<file path="config.mk">
export PLATFORM = sky130hd
export DESIGN_NAME = ssb_burst_sleep
export DESIGN_NICKNAME = d
export VERILOG_FILES = /design/src/verilog/ssb_burst_counter.v /design/src/verilog/ssb_burst_sleep.v
export VERILOG_INCLUDE_DIRS = /design/src /design/src/verilog
export SDC_FILE = /design/constraint.sdc
export NUM_CORES = 1
export LEC_CHECK = 0
export BUFFER_PORTS_ARGS = -buffer_cell sky130_fd_sc_hd__buf_2
export CORE_MARGIN = 3
export CORE_UTILIZATION = 59
export CTS_BUF_LIST = sky130_fd_sc_hd__clkbuf_8 sky130_fd_sc_hd__clkbuf_16
export DETAILED_ROUTE_END_ITERATION = 6
export GPL_ROUTABILITY_DRIVEN = 0
export PLACE_DENSITY_LB_ADDON = 0.08
export SLEW_MARGIN = 40
export SYNTH_ARGS = -nofsm -noshare
export SYNTH_HDL_FRONTEND = slang
export SYNTH_SLANG_ARGS = --single-unit
</file>
<file path="constraint.sdc">
create_clock -name CLK_I -period 5.8 [get_ports CLK_I]
set_input_delay 0 -clock CLK_I [delete_from_list [all_inputs] [get_ports CLK_I]]
set_output_delay 0 -clock CLK_I [all_outputs]
set_load 0.1 [all_outputs]
</file>
<file path="src/verilog/ssb_defs.vh">
// constants for the burst address and sleep control block
// Contract
// - step/load high advances counter, uses counter address
// - step/load low registers external start address
// - counter wraps after four accesses
// - pick low gives linear low-bit order
// - pick high gives interleaved xor order
// - bypass low flow-through, high pipelined
// - sleep entered two cycles after request
// - asleep: deselected, inputs ignored, outputs off; bypass and pick still update PIPELINED_O and INTERLEAVED_O
// - stays asleep while requested, then recovers
// - every continue cycle inside a burst increments the counter unless edge qualify is high or asleep
// - edge qualify high holds address and burst state
// - burst counter is two bits wide
`ifndef SSB_DEFS_VH
`define SSB_DEFS_VH
`define SSB_SLEEP_DELAY      2
`define SSB_WAKE_NS          20
`define SSB_CLK_MHZ          200
`define SSB_CNT_W            2
`define SSB_CNT_ZERO         2'h0
`define SSB_CNT_ONE          2'h1
`define SSB_CNT_LAST         2'h3
`define SSB_ST_AWAKE         4'h1
`define SSB_ST_ENTER         4'h2
`define SSB_ST_ASLEEP        4'h4
`define SSB_ST_WAKE          4'h8
`endif

</file>
<file path="src/verilog/ssb_burst_counter.v">
// two-bit burst counter with linear or interleaved address ordering
`timescale 1ns/1ps
`include "ssb_defs.vh"
module ssb_burst_counter (
  input  wire                  clk_i,
  input  wire                  rst_n_i,
  input  wire                  en_i,
  input  wire                  load_i,
  input  wire                  step_i,
  input  wire [`SSB_CNT_W-1:0] start_i,
  input  wire                  pick_i,
  output wire [`SSB_CNT_W-1:0] low_o,
  output wire                  wrap_o
);
  reg [`SSB_CNT_W-1:0] count;
  reg [`SSB_CNT_W-1:0] base;
  wire [`SSB_CNT_W-1:0] next_count;

  // count after the coming step; outputs look ahead so the step edge registers them
  assign next_count = count + `SSB_CNT_ONE;

  // address order from base and count; shared between both orderings
  function [`SSB_CNT_W-1:0] ssb_order;
    input [`SSB_CNT_W-1:0] b;
    input [`SSB_CNT_W-1:0] c;
    input                  p;
    begin
      if (p)
        ssb_order = b ^ c;
      else
        ssb_order = b + c;
    end
  endfunction

  // counter restarts at load; modulo four wrap comes free from the width
  always @(posedge clk_i) begin
    if (!rst_n_i) begin
      count <= `SSB_CNT_ZERO;
      base  <= `SSB_CNT_ZERO;
    end else if (en_i) begin
      if (load_i) begin
        count <= `SSB_CNT_ZERO;
        base  <= start_i;
      end else if (step_i) begin
        count <= next_count;
      end
    end
  end

  // low bits and wrap flag of the access the next step makes; xor order is not base+count+1
  assign low_o  = ssb_order(base, next_count, pick_i);
  assign wrap_o = (next_count == `SSB_CNT_LAST);
endmodule

</file>
<file path="src/verilog/ssb_burst_sleep.v">
// top: burst address generation, mode selection and sleep control
`timescale 1ns/1ps
`include "ssb_defs.vh"
module ssb_burst_sleep #(
  parameter ADDR_W   = 18,
  parameter WAKE_NS  = `SSB_WAKE_NS
) (
  input  wire              CLK_I,
  input  wire              RST_N_I,
  input  wire              CKE_N_I,
  input  wire              SELECT_I,
  input  wire              WRITE_N_I,
  input  wire              BYTE_WR_ANY_I,
  input  wire              COUNTER_STEP_OR_LOAD_I,
  input  wire [ADDR_W-1:0] ADDR_I,
  input  wire              BURST_SEQUENCE_PICK_I,
  input  wire              OUTPUT_REGISTER_BYPASS_I,
  input  wire              SLEEP_REQUEST_I,
  output reg  [ADDR_W-1:0] ACCESS_ADDR_O,
  output reg               ACCESS_VALID_O,
  output reg               ACCESS_WRITE_O,
  output reg               PIPELINED_O,
  output reg               INTERLEAVED_O,
  output reg               ASLEEP_O,
  output reg               RECOVERING_O,
  output reg               OUTPUT_EN_O,
  output reg               WRAP_O
);
  // recovery interval in cycles, rounded up, at least one
  localparam integer WAKE_CYC_RAW = (WAKE_NS * `SSB_CLK_MHZ + 999) / 1000;
  localparam integer WAKE_CYC     = (WAKE_CYC_RAW < 1) ? 1 : WAKE_CYC_RAW;
  localparam [3:0]   ST_AWAKE     = `SSB_ST_AWAKE;
  localparam [3:0]   ST_ENTER     = `SSB_ST_ENTER;
  localparam [3:0]   ST_ASLEEP    = `SSB_ST_ASLEEP;
  localparam [3:0]   ST_WAKE      = `SSB_ST_WAKE;
  localparam [15:0]  WAKE_LOAD    = WAKE_CYC[15:0];
  localparam [1:0]   ENTER_LOAD   = `SSB_SLEEP_DELAY - 1;

  reg  [3:0]        state;
  reg  [3:0]        next_state;
  reg  [15:0]       wake_cnt;
  reg  [1:0]        enter_cnt;
  reg  [ADDR_W-1:0] upper;
  reg               in_burst;
  wire              sleeping;
  wire              edge_ok;
  wire              load;
  wire              step;
  wire [`SSB_CNT_W-1:0] low;
  wire              wrap;

  // asleep ignores every input but reset, the sleep request, bypass and pick
  assign sleeping = (state == ST_ASLEEP);
  assign edge_ok  = !CKE_N_I && !sleeping;
  assign load     = !COUNTER_STEP_OR_LOAD_I && SELECT_I;
  assign step     = COUNTER_STEP_OR_LOAD_I && in_burst;

  ssb_burst_counter u_cnt (
    .clk_i   (CLK_I),
    .rst_n_i (RST_N_I),
    .en_i    (edge_ok),
    .load_i  (load),
    .step_i  (step),
    .start_i (ADDR_I[`SSB_CNT_W-1:0]),
    .pick_i  (BURST_SEQUENCE_PICK_I),
    .low_o   (low),
    .wrap_o  (wrap)
  );

  // sleep sequencing; request sampled directly since it may arrive any time
  always @* begin
    next_state = state;
    case (state)
      ST_AWAKE:  if (SLEEP_REQUEST_I) next_state = ST_ENTER;
      ST_ENTER:  if (!SLEEP_REQUEST_I) next_state = ST_AWAKE;
                 else if (enter_cnt == 2'h0) next_state = ST_ASLEEP;
      ST_ASLEEP: if (!SLEEP_REQUEST_I) next_state = ST_WAKE;
      ST_WAKE:   if (SLEEP_REQUEST_I) next_state = ST_ENTER;
                 else if (wake_cnt == 16'h0000) next_state = ST_AWAKE;
      default:   next_state = ST_AWAKE;
    endcase
  end

  // state and timers
  always @(posedge CLK_I) begin
    if (!RST_N_I) begin
      state     <= ST_AWAKE;
      enter_cnt <= 2'h0;
      wake_cnt  <= 16'h0000;
    end else begin
      state <= next_state;
      if (next_state == ST_ENTER && state != ST_ENTER)
        enter_cnt <= ENTER_LOAD;
      else if (enter_cnt != 2'h0)
        enter_cnt <= enter_cnt - 2'h1;
      if (next_state == ST_WAKE && state != ST_WAKE)
        wake_cnt <= WAKE_LOAD - 16'h0001;
      else if (wake_cnt != 16'h0000)
        wake_cnt <= wake_cnt - 16'h0001;
    end
  end

  // upper address and burst tracking; held over stalls and sleep so state survives
  always @(posedge CLK_I) begin
    if (!RST_N_I) begin
      upper    <= {ADDR_W{1'b0}};
      in_burst <= 1'b0;
    end else if (edge_ok) begin
      if (load) begin
        upper    <= ADDR_I;
        in_burst <= 1'b1;
      end else if (!COUNTER_STEP_OR_LOAD_I) begin
        in_burst <= 1'b0;    // deselect ends the burst
      end
    end
  end

  // registered outputs; access address reflects the counter for the current cycle
  always @(posedge CLK_I) begin
    if (!RST_N_I) begin
      ACCESS_ADDR_O  <= {ADDR_W{1'b0}};
      ACCESS_VALID_O <= 1'b0;
      ACCESS_WRITE_O <= 1'b0;
      PIPELINED_O    <= 1'b1;
      INTERLEAVED_O  <= 1'b0;
      ASLEEP_O       <= 1'b0;
      RECOVERING_O   <= 1'b0;
      OUTPUT_EN_O    <= 1'b0;
      WRAP_O         <= 1'b0;
    end else begin
      PIPELINED_O   <= OUTPUT_REGISTER_BYPASS_I;
      INTERLEAVED_O <= BURST_SEQUENCE_PICK_I;
      ASLEEP_O      <= (next_state == ST_ASLEEP);
      RECOVERING_O  <= (next_state == ST_WAKE);
      // quiet from the same edge that raises the asleep flag
      if (sleeping || next_state == ST_ASLEEP) begin
        ACCESS_VALID_O <= 1'b0;
        OUTPUT_EN_O    <= 1'b0;
      end else if (edge_ok) begin
        if (load) begin
          ACCESS_ADDR_O  <= ADDR_I;
          ACCESS_VALID_O <= 1'b1;
          ACCESS_WRITE_O <= !WRITE_N_I && BYTE_WR_ANY_I;
          OUTPUT_EN_O    <= WRITE_N_I;
          WRAP_O         <= 1'b0;
        end else if (step) begin
          ACCESS_ADDR_O  <= {upper[ADDR_W-1:`SSB_CNT_W], low};
          ACCESS_VALID_O <= 1'b1;
          ACCESS_WRITE_O <= BYTE_WR_ANY_I && ACCESS_WRITE_O;
          WRAP_O         <= wrap;
        end else begin
          ACCESS_VALID_O <= 1'b0;
          OUTPUT_EN_O    <= 1'b0;
        end
      end
    end
  end
endmodule

</file>
# Word level (Yosys, flattened, before mapping)
# Cells that the tools add are included.
dict set report totals {
  word_cells 90
  out_inout_bits 26
  reg_bits 71
  input_bits 28
}
dict set report op_classes {
  n_eq_ne 12
  n_bitwise 3
  reduce_logical 27
  add_sub_neg 4
  n_mux 26
}
# op n
set op_table {}
lappend op_table {{$mux 18} 2}
lappend op_table {{$mux 4} 6}
lappend op_table {{$logic_not 16->1} 1}
lappend op_table {{$pmux 4 s4} 1}
lappend op_table {{$reduce_bool 16->1} 1}
lappend op_table {{$sub 16x1->16 const B} 1}
lappend op_table {{$mux 1} 12}
lappend op_table {{$mux 2} 5}
lappend op_table {{$eq 4x2->1 const B} 2}
lappend op_table {{$eq 4x3->1 const B} 2}
lappend op_table {{$eq 4x4->1 const B} 2}
lappend op_table {{$reduce_and 2->1} 4}
lappend op_table {{$reduce_bool 2->1} 4}
lappend op_table {{$logic_and 1x1->1} 7}
lappend op_table {{$reduce_or 2->1} 3}
lappend op_table {{$eq 4x1->1 const B} 1}
lappend op_table {{$logic_not 1->1} 4}
lappend op_table {{$ne 4x2->1 const B} 1}
lappend op_table {{$ne 4x4->1 const B} 1}
lappend op_table {{$reduce_and 3->1} 1}
lappend op_table {{$add 2x1->2 const B} 1}
lappend op_table {{$add 2x2->2} 1}
lappend op_table {{$eq 2x2->1 const B} 1}
lappend op_table {{$logic_not 2->1} 1}
lappend op_table {{other kinds (6)} 7}

# Longest topological paths before layout
# Gate-level depths: netlist of the first run.
dict set report logic_depth {
  word_depth 8
  depth_mapped 7
  mapped_depth_nobuf 6
}

# Modules after synthesis
# From an unflattened synthesis of the first run, not the netlist that was laid out.
dict set report hier_totals {
  hier_cells 348
  area_unflattened_um2 3159.3
}
# module seq_area_each_um2 n_inst cells_each area_per_inst_um2
set modules_own_cells {}
lappend modules_own_cells {ssb_burst_sleep 1301.2 1 323 2927.8}
lappend modules_own_cells {ssb_burst_counter 80.1 1 25 231.5}

# Least setup slack after synthesis of the first run
# Ideal clock, no wire load.
dict set report synth_timing {
  path_kind {reg2reg}
  start {register wake_cnt[0]}
  end {register wake_cnt[4]}
  stages_incl_launch_ff 8
  setup_time_ns 0.132
  slack_ns 3.651
  t_arrival_ns 2.017
  period_less_slack_ns 2.149
  t_required_ns 5.668
  cell_sequence {dfxtp_1 inv_1 ha_1 or4b_2 or4_1 clkbuf_1 or4b_2 a21oi_1}
}
dict set report synth_via {
  elab_chain_len 7
  elab_cells_between_ends 9
  classes_between {1 x add/sub; 1 x eq/ne; 3 x mux; 4 x reduce/logical}
}
# item line
set synth_rtl {}
lappend synth_rtl {{start, declared} ssb_burst_sleep.v:41} ;# reg [15:0] wake_cnt;
lappend synth_rtl {{start signal, assigned} ssb_burst_sleep.v:97} ;# wake_cnt <= WAKE_LOAD - 16'h0001;
lappend synth_rtl {{start signal, assigned} ssb_burst_sleep.v:99} ;# wake_cnt <= wake_cnt - 16'h0001;
lappend synth_rtl {{$logic_not 16->1} ssb_burst_sleep.v:79} ;# else if (wake_cnt == 16'h0000) next_state = ST_AWAKE;
lappend synth_rtl {{$mux 4} ssb_burst_sleep.v:79}
lappend synth_rtl {{$mux 4} ssb_burst_sleep.v:78} ;# ST_WAKE: if (SLEEP_REQUEST_I) next_state = ST_ENTER;
lappend synth_rtl {{$pmux 4 s4} ssb_burst_sleep.v:73} ;# case (state)
lappend synth_rtl {{$eq 4x4->1} ssb_burst_sleep.v:96} ;# if (next_state == ST_WAKE && state != ST_WAKE)
lappend synth_rtl {{$logic_and 1x1->1} ssb_burst_sleep.v:96}
lappend synth_rtl {{$reduce_or 2->1 (no line)} n/a}
# Several ways; a longest one is shown, not always the timed one.
# A chain may end at the register's enable or synchronous reset.

# Worst setup path after layout of the first run
dict set report layout_timing {
  start {register enter_cnt[0]}
  end {register ACCESS_ADDR_O[13]}
}
dict set report layout_via {
  elab_chain_len 8
}
# item line
set layout_rtl {}
lappend layout_rtl {{start, declared} ssb_burst_sleep.v:42} ;# reg [1:0] enter_cnt;
lappend layout_rtl {{start signal, assigned} ssb_burst_sleep.v:95} ;# enter_cnt <= enter_cnt - 2'h1;
lappend layout_rtl {{$logic_not 2->1} ssb_burst_sleep.v:76} ;# else if (enter_cnt == 2'h0) next_state = ST_ASLEEP;
lappend layout_rtl {{$mux 4} ssb_burst_sleep.v:76}
lappend layout_rtl {{$mux 4} ssb_burst_sleep.v:75} ;# ST_ENTER: if (!SLEEP_REQUEST_I) next_state = ST_AWAKE;
lappend layout_rtl {{$pmux 4 s4} ssb_burst_sleep.v:73}
lappend layout_rtl {{$eq 4x3->1} ssb_burst_sleep.v:136} ;# if (sleeping || next_state == ST_ASLEEP) begin
lappend layout_rtl {{$logic_or 1x1->1} ssb_burst_sleep.v:136}
lappend layout_rtl {{$not 1->1 (no line)} n/a}
lappend layout_rtl {{$reduce_and 3->1 (no line)} n/a}
lappend layout_rtl {{end signal, assigned} ssb_burst_sleep.v:121} ;# ACCESS_ADDR_O <= {ADDR_W{1'b0}};
lappend layout_rtl {{end signal, assigned} ssb_burst_sleep.v:147} ;# ACCESS_ADDR_O <= {upper[ADDR_W-1:`SSB_CNT_W], low};
lappend layout_rtl {{end, declared} ssb_burst_sleep.v:19} ;# output reg [ADDR_W-1:0] ACCESS_ADDR_O,
# No other way between the ends.

==> reports/qor.csv, run 1 <==
stage,metric,value,unit
synthesis,syn_area_per_cell,8.66,um^2
synthesis,synthCells,353,
sta,fin_crit,2.47,ns
sta,tightest_slew,0.786,ns
sta,hold_violations,0,
synthesis,synth_nets,385,
clock_tree,cts_root_buffer,clkbuf_8,
sta,slew_headroom,0.476,
synthesis,synth_compound_area_frac,0.178,
sta,fmax,0.404,GHz
flow_run,maxCapViolations,0,
sta,rsz0062_at_grt,false,
global_routing,grt_pass1_wl,12400,um
global_routing,antenna_found_initial,0,
clock_tree,cts_tree,done,
routing,ant_nets,0,
die,rows,25,
routing,drc,0,
status,outcome,finished clean,
routing,post_drt_wl_per_cell,14.5,um
finish,final_cell_mix,"dfxtp_1, buf_2, nand2_1",
sta,tns,0,ns
routing,firstDrtPassIters,5,
sta,slew_viol_final,0,
global_routing,grt_overflow,0,
die,die_h,78.0,um
finish,final_common_cell,dfxtp_1,
die,start_util,0.630,
clock_tree,cts_resized,0,
sta,min_period_over_period,0.427,
synthesis,synthSimpleGateAreaFrac,0.232,
global_routing,grt_busiest_layer,met2,
finish,areaGrowthSynthToFinish,23.7,%
setup_path,critPathArrivalTime,2.66,ns
global_routing,grt_pass1_vias,2715,
synthesis,synthAdderAreaFrac,0.0164,
synthesis,synth_cell_types,42,
pwr,p_leak,1.60,nW
clock_tree,ctsHoldBuffers,27,
routing,drtIter0Drc,149,
synthesis,synth_warnings,0,
clock_tree,numCtsBuffers,9,
finish,drive_gt1_frac,0.197,
clock_tree,clk_pin_slew,0.08,ns
setup_path,rr_startpoint,enter_cnt[0],
setup_path,startpoint_type,register,
synthesis,synth_seq_area_share,0.452,
routing,totalWireLength,7140,um
synthesis,synth_top_family_by_area,simple AND/OR/NAND/NOR gates,
clock_tree,cts_max_level,3,
synthesis,yosys.area.top_type,dfxtp_1,
setup_path,path_class,reg2reg,
setup_path,crit_path_start,enter_cnt[0],
sta,fin_skew,0.0109,ns
clock_tree,clockBufferDepth,2,
global_routing,grt.met3_usage,0.0870,
clock_tree,cts_sinks,69,
pwr,irDropWorstVdd,275,uV
synthesis,synth_top_area_share,0.452,
routing,vias,2805,
die,pin_count,54,
synthesis,synth_xor_area_frac,0.0143,
global_routing,grt_start_max_net_pins,47,
finish,final_util,0.779,
clock_tree,clock_latency,0.35,ns
synthesis,synth-seq-cells,69,
sta,setup_viol_count_final,0,
global_routing,grt.met1_usage,0.304,
die,dieArea,6080,um^2
pwr,powerDensity,384,nW/um^2
synthesis,synth_area_leaders,"dfxtp_1, mux2i_1, nand2_1",
min_path,hold_start,CKE_N_I,
placed_design,io_buffers,53,
global_routing,gr-usage-met2,0.430,
setup_path,worstPathRequired,5.99,ns
placed_design,place_area,3330,um^2
finish,final_cell_area,3780,um^2
die,fp.dieW,78.0,um
die,coreArea,4850,um^2
placed_design,place_hpwl,4370,um
clock_tree,post_cts_buffers,0,
synthesis,synth_mux_area_frac,0.0655,
finish,diodes,0,
global_routing,groute.usage.overall,0.256,
synthesis,syn-cell-area,3060,um^2
setup_path,crit_fanout,23,
setup_path,worstSetupEndpointType,register,
min_path,min_path_type,in2reg,
routing,viasPerCell,5.68,
finish,layout.nets,454,
==> cells in the mapped netlist (all sizes together) <==
library cell   n
dfxtp         69
nand2         49
a21oi         35
nor2          31
clkbuf        21
mux2i         20
a311oi        18
o21ai         10
inv            9
nor2b          9
or3            8
or4            8
nand2b         7
nor3           6
or4b           5
ha             4
buf            3
nor4           3
nor4b          3
o211ai         3
o21a           3
o31ai          3
xnor2          3
and2           2
nand3          2
nand3b         2
nor3b          2
o2111ai        2
o311ai         2
xor2           2
a211o          1
a211oi         1
a21boi         1
a21o           1
a221oi         1
and3           1
nand4b         1
o32a           1
o41ai          1
==> layer usage <==
metal	up-vias	wire [um]
met5	-	0
met4	0	95
met3	9	486
met2	91	3540
met1	1293	3020
li1	1412	-
==> power breakdown <==
group	switching [mW]	internal, mW
logic	0.300	0.196
clock network	0.195	0.156
registers	0.0633	0.539
==> flip-flops by register name, summed over array words and instances, names as in the netlist <==
| register | cells |
|---|---|
| u_cnt.count | 2 |
| WRAP_O | 1 |
| ACCESS_WRITE_O | 1 |
| ASLEEP_O | 1 |
| ACCESS_ADDR_O | 18 |
| ACCESS_VALID_O | 1 |
| INTERLEAVED_O | 1 |
| upper | 18 |
| enter_cnt | 2 |
| state | 4 |
| wake_cnt | 16 |
| RECOVERING_O | 1 |
| PIPELINED_O | 1 |
| OUTPUT_EN_O | 1 |
| in_burst | 1 |
==> metrics by stage <==
step                total power, mW  instances  setup slack (ns)  hold WS (ns)
global placement               1.07        451              3.41         0.180
global route                   1.55        494              3.12         0.231
finish                         1.45        494              3.33         0.215
floorplan                      1.00        353              3.65         0.101
detailed placement             1.09        451              3.34         0.193
CTS                            1.45        494              3.33         0.190
==> worst paths after layout <==
check	slack (ns)	to	cells past startpoint
max reg2reg	3.33	ACCESS_ADDR_O[13]	6
min reg2reg	0.47	WRAP_O	2
max	3.33	ACCESS_ADDR_O[13]	6
min	0.21	ACCESS_VALID_O	4
==> worst max-delay path: stages (launching register included) <==
cell and delay (ns):
dfxtp_1 0.35, inv_1 0.05, ha_1 0.25, nand3b_1 0.11, a211o_1 0.59, and2_1 0.74, a311oi_1 0.22
==> cell type report <==
type                       instances  area [um^2]
clock buffer                       9          124
inverter                           9         33.8
fill                             361         1070
tap                               67         83.8
sequential                        69         1380
multi-input combinational        251         1560
clock inverter                     7         50.0
timing repair buffer              82          551
==> kinds of logic after synthesis <==
logic type,after synthesis
compound gates,83
mux,20
flops,69
simple gates,139
xor+xnor,5
fa+ha+maj,4
buf+inv,33
Power figures use the tool's default switching activity.
==> run 2: changes to the inputs <==
--- a/config.mk
+++ b/config.mk
@@ -6,9 +6,10 @@
 export SDC_FILE = /design/constraint.sdc
 export NUM_CORES = 1
 export LEC_CHECK = 0
+export ABC_AREA = 1
 export BUFFER_PORTS_ARGS = -buffer_cell sky130_fd_sc_hd__buf_2
 export CORE_MARGIN = 3
-export CORE_UTILIZATION = 59
+export CORE_UTILIZATION = 56
 export CTS_BUF_LIST = sky130_fd_sc_hd__clkbuf_8 sky130_fd_sc_hd__clkbuf_16
 export DETAILED_ROUTE_END_ITERATION = 6
 export GPL_ROUTABILITY_DRIVEN = 0
==> constraint.sdc (replaced) <==
create_clock -name CLK_I -period 2.4 [get_ports CLK_I]
set_input_delay 0 -clock CLK_I [delete_from_list [all_inputs] [get_ports CLK_I]]
set_output_delay 0 -clock CLK_I [all_outputs]
set_load 0.1 [all_outputs]
==> run 2 against run 1 <==
Worst hold slack got worse by 0.20 ns. Power rose to 2.8 times the previous value. Non-clock buffer count fell by 4. Clock power rose to 2.6 times the previous value. Maximum frequency rose by 43%. Highest routed layer unchanged.
==> reports/qor.csv, run 2 <==
stage,metric,value,unit,change
status,outcome,finished clean,,
die,dieArea,7120,um^2,+17%
sta,slew_viol_final,0,,unchanged
die,rows,27,,+8.0%
global_routing,grt_pass1_wl,13000,um,+4.9%
routing,ant_nets,0,,unchanged
pwr,p_int,2.39,mW,+170%
setup_path,critPathArrivalTime,1.97,ns,-0.69 ns
global_routing,groute.usage.overall,0.222,,-0.0347
pwr,powerDensity,977,nW/um^2,+150%
setup_path,rr_startpoint,enter_cnt[0],,
synthesis,async_reset_ff_frac,0,,unchanged
finish,final_cell_mix,"nand2_1, nor2_1, dfxtp_1",,
placed_design,io_buffers,53,,unchanged
placed_design,place_area,3700,um^2,+11%
sta,hold_ws,0.0108,ns,-0.204 ns
min_path,hold_depth,3,,-1
min_path,hold_start,COUNTER_STEP_OR_LOAD_I,,
synthesis,synth_top_area_share,0.401,,-0.0508
pwr,swShare,0.405,,+0.0202
clock_tree,cts_root_buffer,clkbuf_8,,
pwr,power,4.02,mW,+180%
pwr,irDropWorstVdd,706,uV,+160%
routing,vias,3231,,+15%
global_routing,antenna_found_initial,0,,unchanged
setup_path,worstPathRequired,2.64,ns,-3.35 ns
setup_path,reg2reg_setup_slack,0.68,ns,-2.65 ns
finish,layout.nets,628,,+38%
finish,final_cell_area,4110,um^2,+8.8%
placed_design,place_hpwl,5040,um,+15%
pwr,p_leak,2.08,nW,+30%
routing,drtIter0Drc,153,,+2.7%
synthesis,netlist_top_cells_count,"nand2_1, nor2_1, dfxtp_1",,
synthesis,synth-edff-count,0,,unchanged
routing,met3_wirelength,276,um,-43%
global_routing,grt_start_max_net_pins,38,,-19%
clock_tree,clock_latency,0.34,ns,about the same
global_routing,grt_pass1_vias,3079,,+13%
routing,firstDrtPassIters,4,,-1
finish,reg_top3,"ACCESS_ADDR_O x18, upper x18, wake_cnt x16",,
clock_tree,cts_tree,done,,
clock_tree,cts_sinks,69,,unchanged
routing,totalWireLength,7430,um,+4.0%
min_path,min_path_type,in2reg,,
finish,areaGrowthSynthToFinish,19.5,%,
setup_path,path_class,reg2reg,,
clock_tree,numCtsBuffers,9,,unchanged
routing,post_drt_wl_per_cell,11.1,um,-24%
clock_tree,cts_max_level,3,,unchanged
die,start_util,0.603,,-0.0273
flow_run,maxCapViolations,0,,unchanged
sta,min_period_over_period,0.719,,+0.292
pwr,seq_power_share,0.366,,-0.049
setup_path,reg2regPathDepth,10,,+4
setup_path,crit_fanout,37,,+61%
sta,rsz0062_at_grt,false,,
routing,dr.max_layer_used,met4,,
clock_tree,clk_pin_slew,0.07,ns,about the same
sta,hold_violations,0,,unchanged
sta,tightest_slew,0.660,ns,-0.126 ns
clock_tree,clockBufferDepth,2,,unchanged
sta,fmax,0.580,GHz,+43%
setup_path,startpoint_type,register,,
routing,drc,0,,unchanged
synthesis,syn_area_per_cell,6.57,um^2,-24%
synthesis,synthMostInstantiatedCell,nand2_1,,
global_routing,grt_overflow,0,,unchanged
synthesis,synthCells,524,,+48%
routing,viasPerCell,4.81,,-15%
synthesis,yosys.area.top_type,dfxtp_1,,
sta,fin_crit,1.72,ns,-0.750 ns
synthesis,synth_seq_area_share,0.401,,-0.0508
sta,slew_headroom,0.559,,+0.0832
finish,final_util,0.720,,-0.0590
synthesis,synth_cell_types,29,,-31%
finish,diodes,0,,unchanged
finish,final_common_cell,nand2_1,,
routing,met1_length,3510,um,+16%
sta,fin_skew,0.00481,ns,-0.00610 ns
synthesis,synth_nets,556,,+44%
die,coreArea,5710,um^2,+18%
setup_path,r2r_end,ACCESS_ADDR_O[15],,
die,pin_count,54,,unchanged
pwr,clkPwrFrac,0.231,,-0.011
routing,met2_length,3540,um,about the same
synthesis,synth_warnings,0,,unchanged
die,fp.dieW,84.4,um,+8.3%
sta,setup_viol_count_final,0,,unchanged
finish,drive_gt1_frac,0.167,,-0.0301
pwr,p_comb_frac,0.404,,+0.062
min_path,timing.hold.worst_endpoint,in_burst,,
synthesis,syn-cell-area,3440,um^2,+13%
synthesis,synth_ff_type,dfxtp_1,,
synthesis,synth-seq-cells,69,,unchanged
synthesis,synth_area_leaders,"dfxtp_1, nand2_1, nor2_1",,
sta,tns,0,ns,unchanged
setup_path,worstSetupEndpointType,register,,
pwr,p_sw,1.63,mW,+190%
die,die_h,84.4,um,+8.3%
-- run 2: worst max path at each step --
stage            startpoint                 to  slack, ns  depth (start not counted)
2_1_floorplan  enter_cnt[0]  ACCESS_ADDR_O[10]       0.99                         10
5_1_grt        enter_cnt[0]  ACCESS_ADDR_O[15]       0.50                         10
6_report       enter_cnt[0]  ACCESS_ADDR_O[15]       0.68                         10
3_5_place_dp    wake_cnt[0]           state[0]       0.69                          8
3_3_place_gp   enter_cnt[0]  ACCESS_ADDR_O[15]       0.71                         10
4_1_cts        enter_cnt[0]  ACCESS_ADDR_O[15]       0.66                         10
-- run 2: worst max-delay path: stages (launching register included) --
cell,delay [ns]
dfxtp_1,0.34
inv_1,0.05
ha_1,0.22
nor2_1,0.11
nor2_1,0.04
nand2_1,0.07
nand2_2,0.10
nor2_8,0.38
nand2_1,0.15
nand2_1,0.09
nor2_1,0.04
-- run 2: layout make-up --
class                           count  area [um^2]
Inverter                           53          201
Clock buffer                       11          151
Timing Repair Buffer               78          508
Sequential cell                    69         1380
Fill cell                         472         1600
Multi-Input combinational cell    385         1740
Tap cell                           72         90.1
Clock inverter                      4         41.3
-- run 2: metrics by stage --
step	instances	worst slack (ns)
2_1_floorplan	524	0.992
3_3_place_gp	635	0.710
3_5_place_dp	635	0.687
4_1_cts	672	0.656
5_1_grt	672	0.496
6_report	672	0.675
-- run 2: logic make-up (layout without fill, tap and decap cells) --
kind of cell    Yosys count  count (layout)  share of synthesized area
fa+ha+maj                 4               4                     0.0145
simple gates            340             340                      0.413
flops                    69              69                      0.401
compound gates           35              35                     0.0625
xor+xnor                  6               6                     0.0153
buf+inv                  70             146                     0.0934
-- run 2: power groups by stage --
stage | clock network [mW] | logic (mW) | registers [mW]
CTS | 0.947 | 1.62 | 1.47
detailed placement | 0 | 1.58 | 1.49
floorplan | 0 | 1.17 | 1.62
global placement | 0 | 1.55 | 1.48
global route | 0.986 | 1.86 | 1.49
finish | 0.928 | 1.62 | 1.47
-- run 2: timing repair --
item | 4_1_cts | 5_1_grt
hold buffers | 22 | 0
setup endpoints to repair | 0 | 0
hold endpoints to repair | 22 | 0
resized for setup | 0 | 0
buffers inserted | 0 | 0
-- run 2: layer usage --
| metal | up-vias | track usage |
|---|---|---|
| li1 | 1739 | - |
| met1 | 1419 | 0.259 |
| met3 | 8 | 0.0608 |
| met2 | 65 | 0.395 |
| met5 | - | 0 |
| met4 | 0 | 0.0662 |
